### src/hdl/ahl_pkg.sv
package ahl_pkg;

    // --------------------
    // Register map (byte addresses, one aligned word each)
    // --------------------
    localparam logic [7:0] ADDR_CTRL    = 8'h00; // Loop, polarity, edges
    localparam logic [7:0] ADDR_SMOOTH  = 8'h04; // Smoothing factors
    localparam logic [7:0] ADDR_CMD     = 8'h08; // Command strobes
    localparam logic [7:0] ADDR_STATUS  = 8'h0C; // Latch, homing state
    localparam logic [7:0] ADDR_LATCH_A = 8'h10; // Axis A capture
    localparam logic [7:0] ADDR_LATCH_B = 8'h14; // Axis B capture
    localparam logic [7:0] ADDR_SPEED   = 8'h18; // Slew low, creep high

    // --------------------
    // Field positions
    // --------------------
    localparam int CTRL_DUAL_BIT    = 0; // dual_loop_enable
    localparam int CTRL_HPOL_BIT    = 1; // Home polarity invert
    localparam int CTRL_EDGE_A_BIT  = 2; // 1 = rising capture, A
    localparam int CTRL_EDGE_B_BIT  = 3; // 1 = rising capture, B
    localparam int CTRL_STEPPER_BIT = 4; // Stepper axis
    localparam int CMD_ARM_A_BIT    = 0; // latch_arm axis A
    localparam int CMD_ARM_B_BIT    = 1; // latch_arm axis B
    localparam int CMD_EDGE_BIT     = 2; // find_switch_edge
    localparam int CMD_INDEX_BIT    = 3; // find_index_routine
    localparam int CMD_HOME_BIT     = 4; // home_sequence
    localparam int CMD_VEC_BIT      = 5; // 1 = vector move type

    // --------------------
    // Reset values and timing
    // --------------------
    localparam logic [31:0] CTRL_RST   = 32'h0000_0000;
    localparam logic [31:0] SMOOTH_RST = 32'hFFFF_FFFF; // Both 1.0: no filtering
    localparam logic [31:0] SPEED_RST  = 32'h0010_0100;
    localparam int          CLK_MHZ    = 125;
    localparam int          LATCH_NS   = 1000; // Capture latency bound
    localparam int          LATCH_CYC  = (LATCH_NS * CLK_MHZ) / 1000;

    // --------------------
    // Types
    // --------------------
    typedef enum logic [2:0] {
        HS_IDLE  = 3'b000,
        HS_SLEW  = 3'b001,
        HS_DECEL = 3'b011,
        HS_CREEP = 3'b010,
        HS_INDEX = 3'b110
    } ahl_home_e;

    typedef struct packed {
        logic        home_in;    // Home switch level
        logic        index_in;   // Encoder index pulse
        logic        stopped;    // Profiler reports zero speed
    } ahl_sense_s;

    typedef struct packed {
        logic        active;     // Sequence running
        logic        dir_fwd;    // 1 = forward
        logic        decel;      // Request decelerate to stop
        logic [15:0] speed;      // Commanded speed
        logic        zero_pos;   // One-cycle: set position to zero
    } ahl_move_s;

endpackage : ahl_pkg

### src/hdl/ahl_latch.sv
// Single-axis position latch: arms, captures once on chosen edge, holds result
module ahl_latch #(
    parameter int POS_W = 32            // Position width
) (
    input  wire logic             aclk,      // Clock
    input  wire logic             aresetn,   // Sync reset, active low
    input  wire logic             arm,       // One-cycle arm request
    input  wire logic             rising,    // 1 = capture on rising edge
    input  wire logic             lat_in,    // Latch trigger input
    input  wire logic [POS_W-1:0] pos,       // Live encoder position
    output logic                  armed,     // 1 while armed, not yet triggered
    output logic      [POS_W-1:0] captured   // Held captured position
);
    logic prev_r;   // Last input level for edge detection
    logic hit;      // Selected edge seen this cycle

    // --------------------
    // Edge select
    // --------------------
    assign hit = rising ? (lat_in & ~prev_r) : (~lat_in & prev_r);

    // Input history
    always_ff @(posedge aclk) begin
        if (!aresetn) begin
            prev_r <= 1'b0;
        end else begin
            prev_r <= lat_in;
        end
    end

    // Armed flag: capture wins only when already armed, arm wins over nothing
    always_ff @(posedge aclk) begin
        if (!aresetn) begin
            armed <= 1'b0;
        end else if (armed && hit) begin
            armed <= 1'b0;
        end else if (arm) begin
            armed <= 1'b1;
        end
    end

    // Capture register: one cycle after the edge, well under the bound
    always_ff @(posedge aclk) begin
        if (!aresetn) begin
            captured <= '0;
        end else if (armed && hit) begin
            captured <= pos;
        end
    end
endmodule : ahl_latch

### src/hdl/ahl_axis_ctrl.sv
// What this block does
// Dual loop: P,I load, D motor
// Enable bit switches split filter
// Factor 0..1, one means none
// Independent or vector factor per move
// Find edge: slew to transition, stop
// Start direction from home level
// Polarity setting interprets home input
// Decelerate on switch change
// Creep back until switch toggles
// Forward until index pulse
// Zero position at index
// Find index alone; home = edge+index
// Armed latch captures on chosen edge
// Capture latency under one microsecond
// Input one axis A, two B
// Status one while armed
// One capture per arming
// Capture held until next one
// Secondary encoder off for stepper
// Unarmed edges ignored
//
// The register addresses and the AXI4-Lite slave port were left to the implementer.
module ahl_axis_ctrl #(
    parameter int POS_W = 32 // Encoder position width
) (
    input  wire logic                aclk, // Clock, 125 MHz
    input  wire logic                aresetn, // Sync reset, active low
    // AXI4-Lite slave
    input  wire logic [7:0]          s_axi_awaddr, // Write address
    input  wire logic                s_axi_awvalid, // Address valid
    output logic                     s_axi_awready, // Address ready
    input  wire logic [31:0]         s_axi_wdata, // Write data
    input  wire logic [3:0]          s_axi_wstrb, // Write strobes
    input  wire logic                s_axi_wvalid, // Data valid
    output logic                     s_axi_wready, // Data ready
    output logic [1:0]               s_axi_bresp, // Write response
    output logic                     s_axi_bvalid, // Response valid
    input  wire logic                s_axi_bready, // Response ready
    input  wire logic [7:0]          s_axi_araddr, // Read address
    input  wire logic                s_axi_arvalid, // Address valid
    output logic                     s_axi_arready, // Address ready
    output logic [31:0]              s_axi_rdata, // Read data
    output logic [1:0]               s_axi_rresp, // Read response
    output logic                     s_axi_rvalid, // Read valid
    input  wire logic                s_axi_rready, // Read ready
    // Encoders and inputs
    input  wire logic [POS_W-1:0]    pos_a, // Axis A load encoder
    input  wire logic [POS_W-1:0]    pos_b, // Axis B encoder
    input  wire logic [POS_W-1:0]    aux_pos, // Motor encoder
    input  wire logic                axis_a_latch_input, // Input one
    input  wire logic                axis_b_latch_input, // Input two
    input  wire ahl_pkg::ahl_sense_s sense, // Home, index, stopped
    // To the servo filter and profiler
    output logic [POS_W-1:0]         pi_feedback, // P and I feedback
    output logic [POS_W-1:0]         d_feedback, // D feedback
    output logic [15:0]              smoothing_factor, // Current factor
    output ahl_pkg::ahl_move_s       home_move // Homing request
);
    // --------------------
    // Registers
    // --------------------
    logic [31:0]      ctrl_r;       // Control bits
    logic [31:0]      smooth_r;     // [15:0] independent, [31:16] vector
    logic [31:0]      speed_r;      // [15:0] slew, [31:16] creep
    logic             vec_r;        // Current move is vector type
    logic             arm_a;        // Arm pulses
    logic             arm_b;
    logic             armed_a;      // Latch states
    logic             armed_b;
    logic [POS_W-1:0] cap_a;        // Captured positions
    logic [POS_W-1:0] cap_b;
    logic             cmd_edge;     // Command strobes
    logic             cmd_index;
    logic             cmd_home;
    logic             aw_hold_r;    // Write address held
    logic [7:0]       awaddr_r;
    logic             w_hold_r;     // Write data held
    logic [31:0]      wdata_r;
    logic [3:0]       wstrb_r;
    logic             wr_go;        // Both halves present
    ahl_pkg::ahl_home_e st_r;       // Homing state
    logic             seq_home_r;   // Running full home (edge then index)
    logic             home_prev_r;  // Home level history
    logic             home_lvl;     // Home input after polarity
    logic             home_edge;    // Home transition seen
    logic             dir_r;        // Direction, 1 = forward
    logic             zero_r;       // Zero-position pulse

    // --------------------
    // Byte-lane merge, shared by ctrl_r, smooth_r and speed_r
    // --------------------
    function automatic logic [31:0] merge(input logic [31:0] old, input logic [31:0] nw,
                                          input logic [3:0] be);
        logic [31:0] r;
        r = old;
        for (int i = 0; i < 4; i++) begin
            if (be[i]) r[8*i +: 8] = nw[8*i +: 8];
        end
        return r;
    endfunction : merge

    // --------------------
    // AXI write channel: address and data taken in either order
    // --------------------
    assign s_axi_awready = ~aw_hold_r & ~s_axi_bvalid;
    assign s_axi_wready  = ~w_hold_r & ~s_axi_bvalid;
    assign s_axi_bresp   = 2'h0;
    assign wr_go         = aw_hold_r & w_hold_r;

    // Capture address and data, release once both halves are held
    always_ff @(posedge aclk) begin
        if (!aresetn) begin
            aw_hold_r <= 1'b0;
            w_hold_r  <= 1'b0;
            awaddr_r  <= 8'h00;
            wdata_r   <= 32'h0000_0000;
            wstrb_r   <= 4'h0;
        end else begin
            if (s_axi_awvalid && s_axi_awready) begin
                aw_hold_r <= 1'b1;
                awaddr_r  <= s_axi_awaddr;
            end
            if (s_axi_wvalid && s_axi_wready) begin
                w_hold_r <= 1'b1;
                wdata_r  <= s_axi_wdata;
                wstrb_r  <= s_axi_wstrb;
            end
            if (wr_go) begin
                aw_hold_r <= 1'b0;
                w_hold_r  <= 1'b0;
            end
        end
    end

    // Write response, one cycle after both halves held
    always_ff @(posedge aclk) begin
        if (!aresetn) begin
            s_axi_bvalid <= 1'b0;
        end else if (wr_go) begin
            s_axi_bvalid <= 1'b1;
        end else if (s_axi_bready) begin
            s_axi_bvalid <= 1'b0;
        end
    end

    // Register writes; unmapped addresses are accepted and ignored
    always_ff @(posedge aclk) begin
        if (!aresetn) begin
            ctrl_r   <= ahl_pkg::CTRL_RST;
            smooth_r <= ahl_pkg::SMOOTH_RST;
            speed_r  <= ahl_pkg::SPEED_RST;
        end else if (wr_go) begin
            case (awaddr_r)
                ahl_pkg::ADDR_CTRL:   ctrl_r   <= merge(ctrl_r, wdata_r, wstrb_r);
                ahl_pkg::ADDR_SMOOTH: smooth_r <= merge(smooth_r, wdata_r, wstrb_r);
                ahl_pkg::ADDR_SPEED:  speed_r  <= merge(speed_r, wdata_r, wstrb_r);
                default: ;
            endcase
        end
    end

    // Command strobes: one-cycle pulses from a write to the command word
    always_comb begin
        logic cw;
        cw     = wr_go && (awaddr_r == ahl_pkg::ADDR_CMD) && wstrb_r[0];
        arm_a  = cw && wdata_r[ahl_pkg::CMD_ARM_A_BIT];
        arm_b  = cw && wdata_r[ahl_pkg::CMD_ARM_B_BIT];
        cmd_edge  = cw && wdata_r[ahl_pkg::CMD_EDGE_BIT];
        cmd_index = cw && wdata_r[ahl_pkg::CMD_INDEX_BIT];
        cmd_home  = cw && wdata_r[ahl_pkg::CMD_HOME_BIT];
    end

    // Move type held from the last command write
    always_ff @(posedge aclk) begin
        if (!aresetn) begin
            vec_r <= 1'b0;
        end else if (wr_go && (awaddr_r == ahl_pkg::ADDR_CMD) && wstrb_r[0]) begin
            vec_r <= wdata_r[ahl_pkg::CMD_VEC_BIT];
        end
    end

    // --------------------
    // AXI read channel: one read at a time, data registered
    // --------------------
    assign s_axi_arready = ~s_axi_rvalid;
    assign s_axi_rresp   = 2'h0;

    always_ff @(posedge aclk) begin
        if (!aresetn) begin
            s_axi_rvalid <= 1'b0;
            s_axi_rdata  <= 32'h0000_0000;
        end else if (s_axi_arvalid && s_axi_arready) begin
            s_axi_rvalid <= 1'b1;
            case (s_axi_araddr)
                ahl_pkg::ADDR_CTRL:    s_axi_rdata <= ctrl_r;
                ahl_pkg::ADDR_SMOOTH:  s_axi_rdata <= smooth_r;
                ahl_pkg::ADDR_SPEED:   s_axi_rdata <= speed_r;
                ahl_pkg::ADDR_STATUS:  s_axi_rdata <= {27'h0, st_r, armed_b, armed_a};
                ahl_pkg::ADDR_LATCH_A: s_axi_rdata <= 32'(cap_a);
                ahl_pkg::ADDR_LATCH_B: s_axi_rdata <= 32'(cap_b);
                default:               s_axi_rdata <= 32'h0000_0000;
            endcase
        end else if (s_axi_rready) begin
            s_axi_rvalid <= 1'b0;
        end
    end

    // --------------------
    // Dual loop feedback split
    // --------------------
    // Stepper mode disables the secondary encoder, so D falls back to main
    always_ff @(posedge aclk) begin
        if (!aresetn) begin
            pi_feedback <= '0;
            d_feedback  <= '0;
        end else begin
            pi_feedback <= pos_a;
            if (ctrl_r[ahl_pkg::CTRL_DUAL_BIT] && !ctrl_r[ahl_pkg::CTRL_STEPPER_BIT]) begin
                d_feedback <= aux_pos;
            end else begin
                d_feedback <= pos_a;
            end
        end
    end

    // Smoothing factor for the active move type, 0xFFFF stands for 1.0
    always_ff @(posedge aclk) begin
        if (!aresetn) begin
            smoothing_factor <= 16'hFFFF;
        end else begin
            smoothing_factor <= vec_r ? smooth_r[31:16] : smooth_r[15:0];
        end
    end

    // --------------------
    // Homing sequencer
    // --------------------
    assign home_lvl  = sense.home_in ^ ctrl_r[ahl_pkg::CTRL_HPOL_BIT];
    assign home_edge = home_lvl ^ home_prev_r;

    always_ff @(posedge aclk) begin
        if (!aresetn) begin
            home_prev_r <= 1'b0;
        end else begin
            home_prev_r <= home_lvl;
        end
    end

    // Sequence state; a new command while busy is ignored
    always_ff @(posedge aclk) begin
        if (!aresetn) begin
            st_r       <= ahl_pkg::HS_IDLE;
            seq_home_r <= 1'b0;
            dir_r      <= 1'b1;
            zero_r     <= 1'b0;
        end else begin
            zero_r <= 1'b0;
            case (st_r)
                ahl_pkg::HS_IDLE: begin
                    if (cmd_edge || cmd_home) begin
                        st_r       <= ahl_pkg::HS_SLEW;
                        seq_home_r <= cmd_home;
                        dir_r      <= ~home_lvl;
                    end else if (cmd_index) begin
                        st_r  <= ahl_pkg::HS_INDEX;
                        dir_r <= 1'b1;
                    end
                end
                ahl_pkg::HS_SLEW: begin
                    if (home_edge) st_r <= ahl_pkg::HS_DECEL;
                end
                ahl_pkg::HS_DECEL: begin
                    if (sense.stopped) begin
                        if (seq_home_r) begin
                            st_r  <= ahl_pkg::HS_CREEP;
                            dir_r <= ~dir_r;
                        end else begin
                            st_r <= ahl_pkg::HS_IDLE;
                        end
                    end
                end
                ahl_pkg::HS_CREEP: begin
                    if (home_edge) begin
                        st_r  <= ahl_pkg::HS_INDEX;
                        dir_r <= 1'b1;
                    end
                end
                ahl_pkg::HS_INDEX: begin
                    if (sense.index_in) begin
                        st_r   <= ahl_pkg::HS_IDLE;
                        zero_r <= 1'b1;
                    end
                end
                default: st_r <= ahl_pkg::HS_IDLE;
            endcase
        end
    end

    // Motion request toward the profiler
    always_comb begin
        home_move.active   = (st_r != ahl_pkg::HS_IDLE);
        home_move.dir_fwd  = dir_r;
        home_move.decel    = (st_r == ahl_pkg::HS_DECEL);
        home_move.zero_pos = zero_r;
        case (st_r)
            ahl_pkg::HS_SLEW:  home_move.speed = speed_r[15:0];
            ahl_pkg::HS_CREEP: home_move.speed = speed_r[31:16];
            ahl_pkg::HS_INDEX: home_move.speed = speed_r[31:16];
            default:           home_move.speed = 16'h0000;
        endcase
    end

    // --------------------
    // Position latches, general inputs one and two
    // --------------------
    ahl_latch #(.POS_W(POS_W)) u_latch_a (
        .aclk     (aclk),
        .aresetn  (aresetn),
        .arm      (arm_a),
        .rising   (ctrl_r[ahl_pkg::CTRL_EDGE_A_BIT]),
        .lat_in   (axis_a_latch_input),
        .pos      (pos_a),
        .armed    (armed_a),
        .captured (cap_a)
    );

    ahl_latch #(.POS_W(POS_W)) u_latch_b (
        .aclk     (aclk),
        .aresetn  (aresetn),
        .arm      (arm_b),
        .rising   (ctrl_r[ahl_pkg::CTRL_EDGE_B_BIT]),
        .lat_in   (axis_b_latch_input),
        .pos      (pos_b),
        .armed    (armed_b),
        .captured (cap_b)
    );

    // Width limit on the register readout
    if (POS_W < 1 || POS_W > 32) begin : g_bad_width
        $error("POS_W must be 1..32");
    end
endmodule : ahl_axis_ctrl

### config.mk
export PLATFORM = sky130hd
export DESIGN_NAME = ahl_axis_ctrl
export DESIGN_NICKNAME = d
export VERILOG_FILES = /design/src/hdl/ahl_pkg.sv /design/src/hdl/ahl_latch.sv /design/src/hdl/ahl_axis_ctrl.sv
export SDC_FILE = /design/constraint.sdc
export NUM_CORES = 1
export LEC_CHECK = 0
export BUFFER_PORTS_ARGS = -buffer_cell sky130_fd_sc_hd__buf_2
export CORE_UTILIZATION = 30
export DETAILED_ROUTE_END_ITERATION = 8
export GPL_ROUTABILITY_DRIVEN = 0
export PLACE_DENSITY = 0.59
export SLEW_MARGIN = 30
export SYNTH_ARGS = -nofsm -noshare
export SYNTH_HDL_FRONTEND = slang
export SYNTH_HIERARCHICAL = 1
export SYNTH_SLANG_ARGS = --single-unit
### constraint.sdc
create_clock -name aclk -period 5.8 [get_ports aclk]
set_input_delay 0.58 -clock aclk [delete_from_list [all_inputs] [get_ports aclk]]
set_output_delay 0.58 -clock aclk [all_outputs]
set_load 0.01 [all_outputs]
==> qor.txt <==
number of cells after detailed placement: 2,345
worst relative slew slack: 0.367
Clock power frac: 0.452
number of buffer cells added on primary ports: 296
buffers inserted by post-CTS timing repair: 0
drt drc: 0
EDFF count, synth: 0
most used standard cells in the synthesized netlist: nand2_1, dfxtp_1, a21oi_1, mux2i_1, nand3_1
number of instances in the synthesized netlist: 1,561
total net switching power: 1330 uW
total overflow reported by the global router: 0
top-area cell type share of the netlist area: 0.493
global routing met2 resource utilization: 0.319
register share of total power: 0.468
number of nets with antenna violations after routing: 0
part of the cycle the worst path needs: 0.526
startpoint of the worst-slack reg-to-reg timing path: w_hold_r$_SDFFE_PP0P_
endpoint kind of the worst setup timing path: output pin
Diodes inserted: 0
Seq cells post-synth: 332
number of fillers in the final layout: 4,518
achievable clock frequency: 328 MHz
number of clock sinks: 332
post-route non-filler standard cell count: 2,413
logic depth of the worst register-to-register path: 5
result of the run: finished, final reports clean
Initial DRT Pass Iterations: 5
multiplexer area fraction after synthesis: 0.112
hold-fix buffer count after cts: 0
Iter 0 DRT Violations: 1,117
buffer cell driving the clock tree root: clkbuf_16
overall die width: 214 um
mean area per synthesized cell: 8.63 um^2
CTS-repair resized insts: 0
clock latency of the later-clocked register in the worst-skew pair: 0.57 ns
die area: 45,800 um^2
per-cell via count in the routed design: 4.94
met3 GRT Util: 0.0425
routed length per instance: 19.4 um
unique cell type count in the Yosys netlist: 53
Post-Synth Simple-Gate Area: 0.221
sequential cell area fraction in the yosys report: 0.493
antenna violations before repair: 0
CTS buffer count: 38
clock transition at the registers of the reported paths: 0.06 ns
Slew @ Worst Pin: 0.950 ns
number of violations of the max-capacitance limit: 0
Fin Clk Skew: 0.0399 ns
largest net degree at the start of global routing: 178
Post-Syn Area: 13,500 um^2
Via Count: 11,925
Logic pwr share: 0.080
adder-cell share of the synthesized area: 0
end of the worst register-to-register path: smooth_r[9]$_SDFFE_PN1P_
core area: 44,200 um^2
arrival time worst endpoint: 2.47 ns
critical path type: reg -> out
endpoints failing hold: 0
main combinational cell family by area after synthesis: simple AND/OR/NAND/NOR gates
ranking of synthesized cells by area: dfxtp_1, nand2_1, mux2i_1
Max FO, Critical Path: 16
xor/xnor cell area share of the yosys netlist: 0.00306
Int Power: 3850 uW
number of primary I/O pins: 301
launch instance of the worst min-delay path: s_axi_rready
switching power as a share of total power: 0.256
Tightest Hold Check Type: in -> reg
Total Neg Setup Slack: 0 ns
Max Slew Vio Count: 0
peak-usage layer in the global routing report: met2
post-layout utilization of the core: 0.372
setup repair after global routing missed its margin: no
hold_ws: 0.202 ns
fraction of synthesis flops using an asynchronous set or reset pin: 0
maximum resistive drop on vdd: 0.182 mV
required time of the critical path: 5.22 ns
vias in the first global route: 11,170
R2R setup slack: 3.09 ns
most used flip-flop cell after synthesis: dfxtp_1
final number of setup-violating endpoints: 0
share of cells above drive strength 1: 0.215
first-pass GRT wire length: 69.5 mm
DIE HEIGHT: 214 um
layout-stage area growth over the synthesis result: 22.0%
Critical Path Source Type: flip-flop
post-detailed-placement half-perimeter wirelength: 34.6 mm
effective utilization at floorplan: 0.305
dominant cell by count in the synthesized netlist: nand2_1
Total Wirelength: 46.8 mm
cell type with the largest total area after synthesis: dfxtp_1
worst hold endpoint: s_axi_rvalid$_SDFFE_PN0P_
share of the synthesized area in compound gates (AO/OA/AOI/OAI): 0.122
overall track demand over capacity in global routing: 0.200
TritonCTS clock tree: yes
CTS max path bufs: 3
leakage power summed over all cells: 0.00673 uW
count of standard-cell rows: 77
Warnings, synthesis: 6
number of H-tree levels: 2
minimum clock period after layout: 3.05 ns
NumNets Final: 1,953
number of cells on the worst hold path: 2
cell area power density: 315 nW/um^2
met1 usage: 0.264
routing by layer:
| metal | wire (um) | part of all wire | up-vias |
|---|---|---|---|
| li1 | - | - | 5755 |
| met1 | 20000 | 0.43 | 5611 |
| met2 | 21600 | 0.46 | 486 |
| met3 | 3820 | 0.082 | 73 |
| met4 | 1390 | 0.030 | 0 |
| met5 | 0 | 0 | - |
sequential cells by signal, summed over array words and instances (netlist names), 3 cells and up:
register            count
ctrl_r                 32
d_feedback             32
pi_feedback            32
s_axi_rdata            32
smooth_r               32
speed_r                32
u_latch_a/captured     32
u_latch_b/captured     32
wdata_r                32
smoothing_factor       16
awaddr_r                8
wstrb_r                 4
st_r                    3
stage by stage:
stage	area [um^2]	power, uW	setup slack (ns)
floorplan	13500	2690	3.62
global placement	15200	2880	2.86
detailed placement	15200	2890	2.92
CTS	16400	5230	2.50
global route	16400	5370	2.69
finish	16400	5180	2.75
worst max-delay path, stage by stage, from the launching register on:
cell and delay (ns):
dfxtp_1 0.68, nor3b_4 0.73, a22o_1 0.34, buf_2 0.16
final cells by class:
class                      instances  area (um^2)  share of cell area
tap                              592          741              0.0451
inverter                           6         27.5             0.00167
timing repair buffer             308         1590              0.0969
multi-input combinational       1107         6210               0.378
sequential                       332         6650               0.404
clock inverter                    12         91.3             0.00556
clock buffer                      56         1130              0.0687
placed cells by master, fill, tap and decap left out, types with 7 or more instances in the layout:
master	instances
clkbuf_1	8
nand3_1	74
a21oi_1	167
a22o_1	43
nand2_1	458
buf_2	294
buf_4	12
and2_1	45
clkinv_2	7
nor2_1	53
dfxtp_1	331
mux2i_1	151
clkbuf_8	9
o21ai_0	17
o22ai_1	29
clkbuf_16	39
cell families (layout without fill, tap and decap cells):
logic type             after synthesis  count (layout)
AND/OR/NAND/NOR                    673             673
flip-flops                         332             332
AO/OA/AOI/OAI                      276             276
multiplexers                       151             151
buffers and inverters              125             382
XOR/XNOR                             3               3
other                                1               4
power by group through the flow:
stage	sequential [uW]	combinational, uW	clock (uW)
after detailed placement	2470	418	0
after CTS	2420	420	2390
after global placement	2470	414	0
after floorplan	2430	257	0
final	2430	414	2340
after global routing	2430	457	2480
worst max path at each step:
stage | start | endpoint | slack, ns | cells after the start
4_1_cts | st_r[0]$_SDFFE_PN0P_ | home_move[1] | 2.50 | 3
6_report | st_r[0]$_SDFFE_PN0P_ | home_move[3] | 2.75 | 3
3_5_place_dp | s_axi_araddr[7] | s_axi_rdata[5]$_SDFFE_PN0P_ | 2.92 | 6
5_1_grt | st_r[0]$_SDFFE_PN0P_ | home_move[1] | 2.69 | 3
3_3_place_gp | s_axi_araddr[4] | s_axi_rdata[22]$_SDFFE_PN0P_ | 2.86 | 5
2_1_floorplan | s_axi_araddr[7] | s_axi_rdata[20]$_SDFFE_PN0P_ | 3.62 | 6
Note: power is estimated with default switching activity, not from simulation.
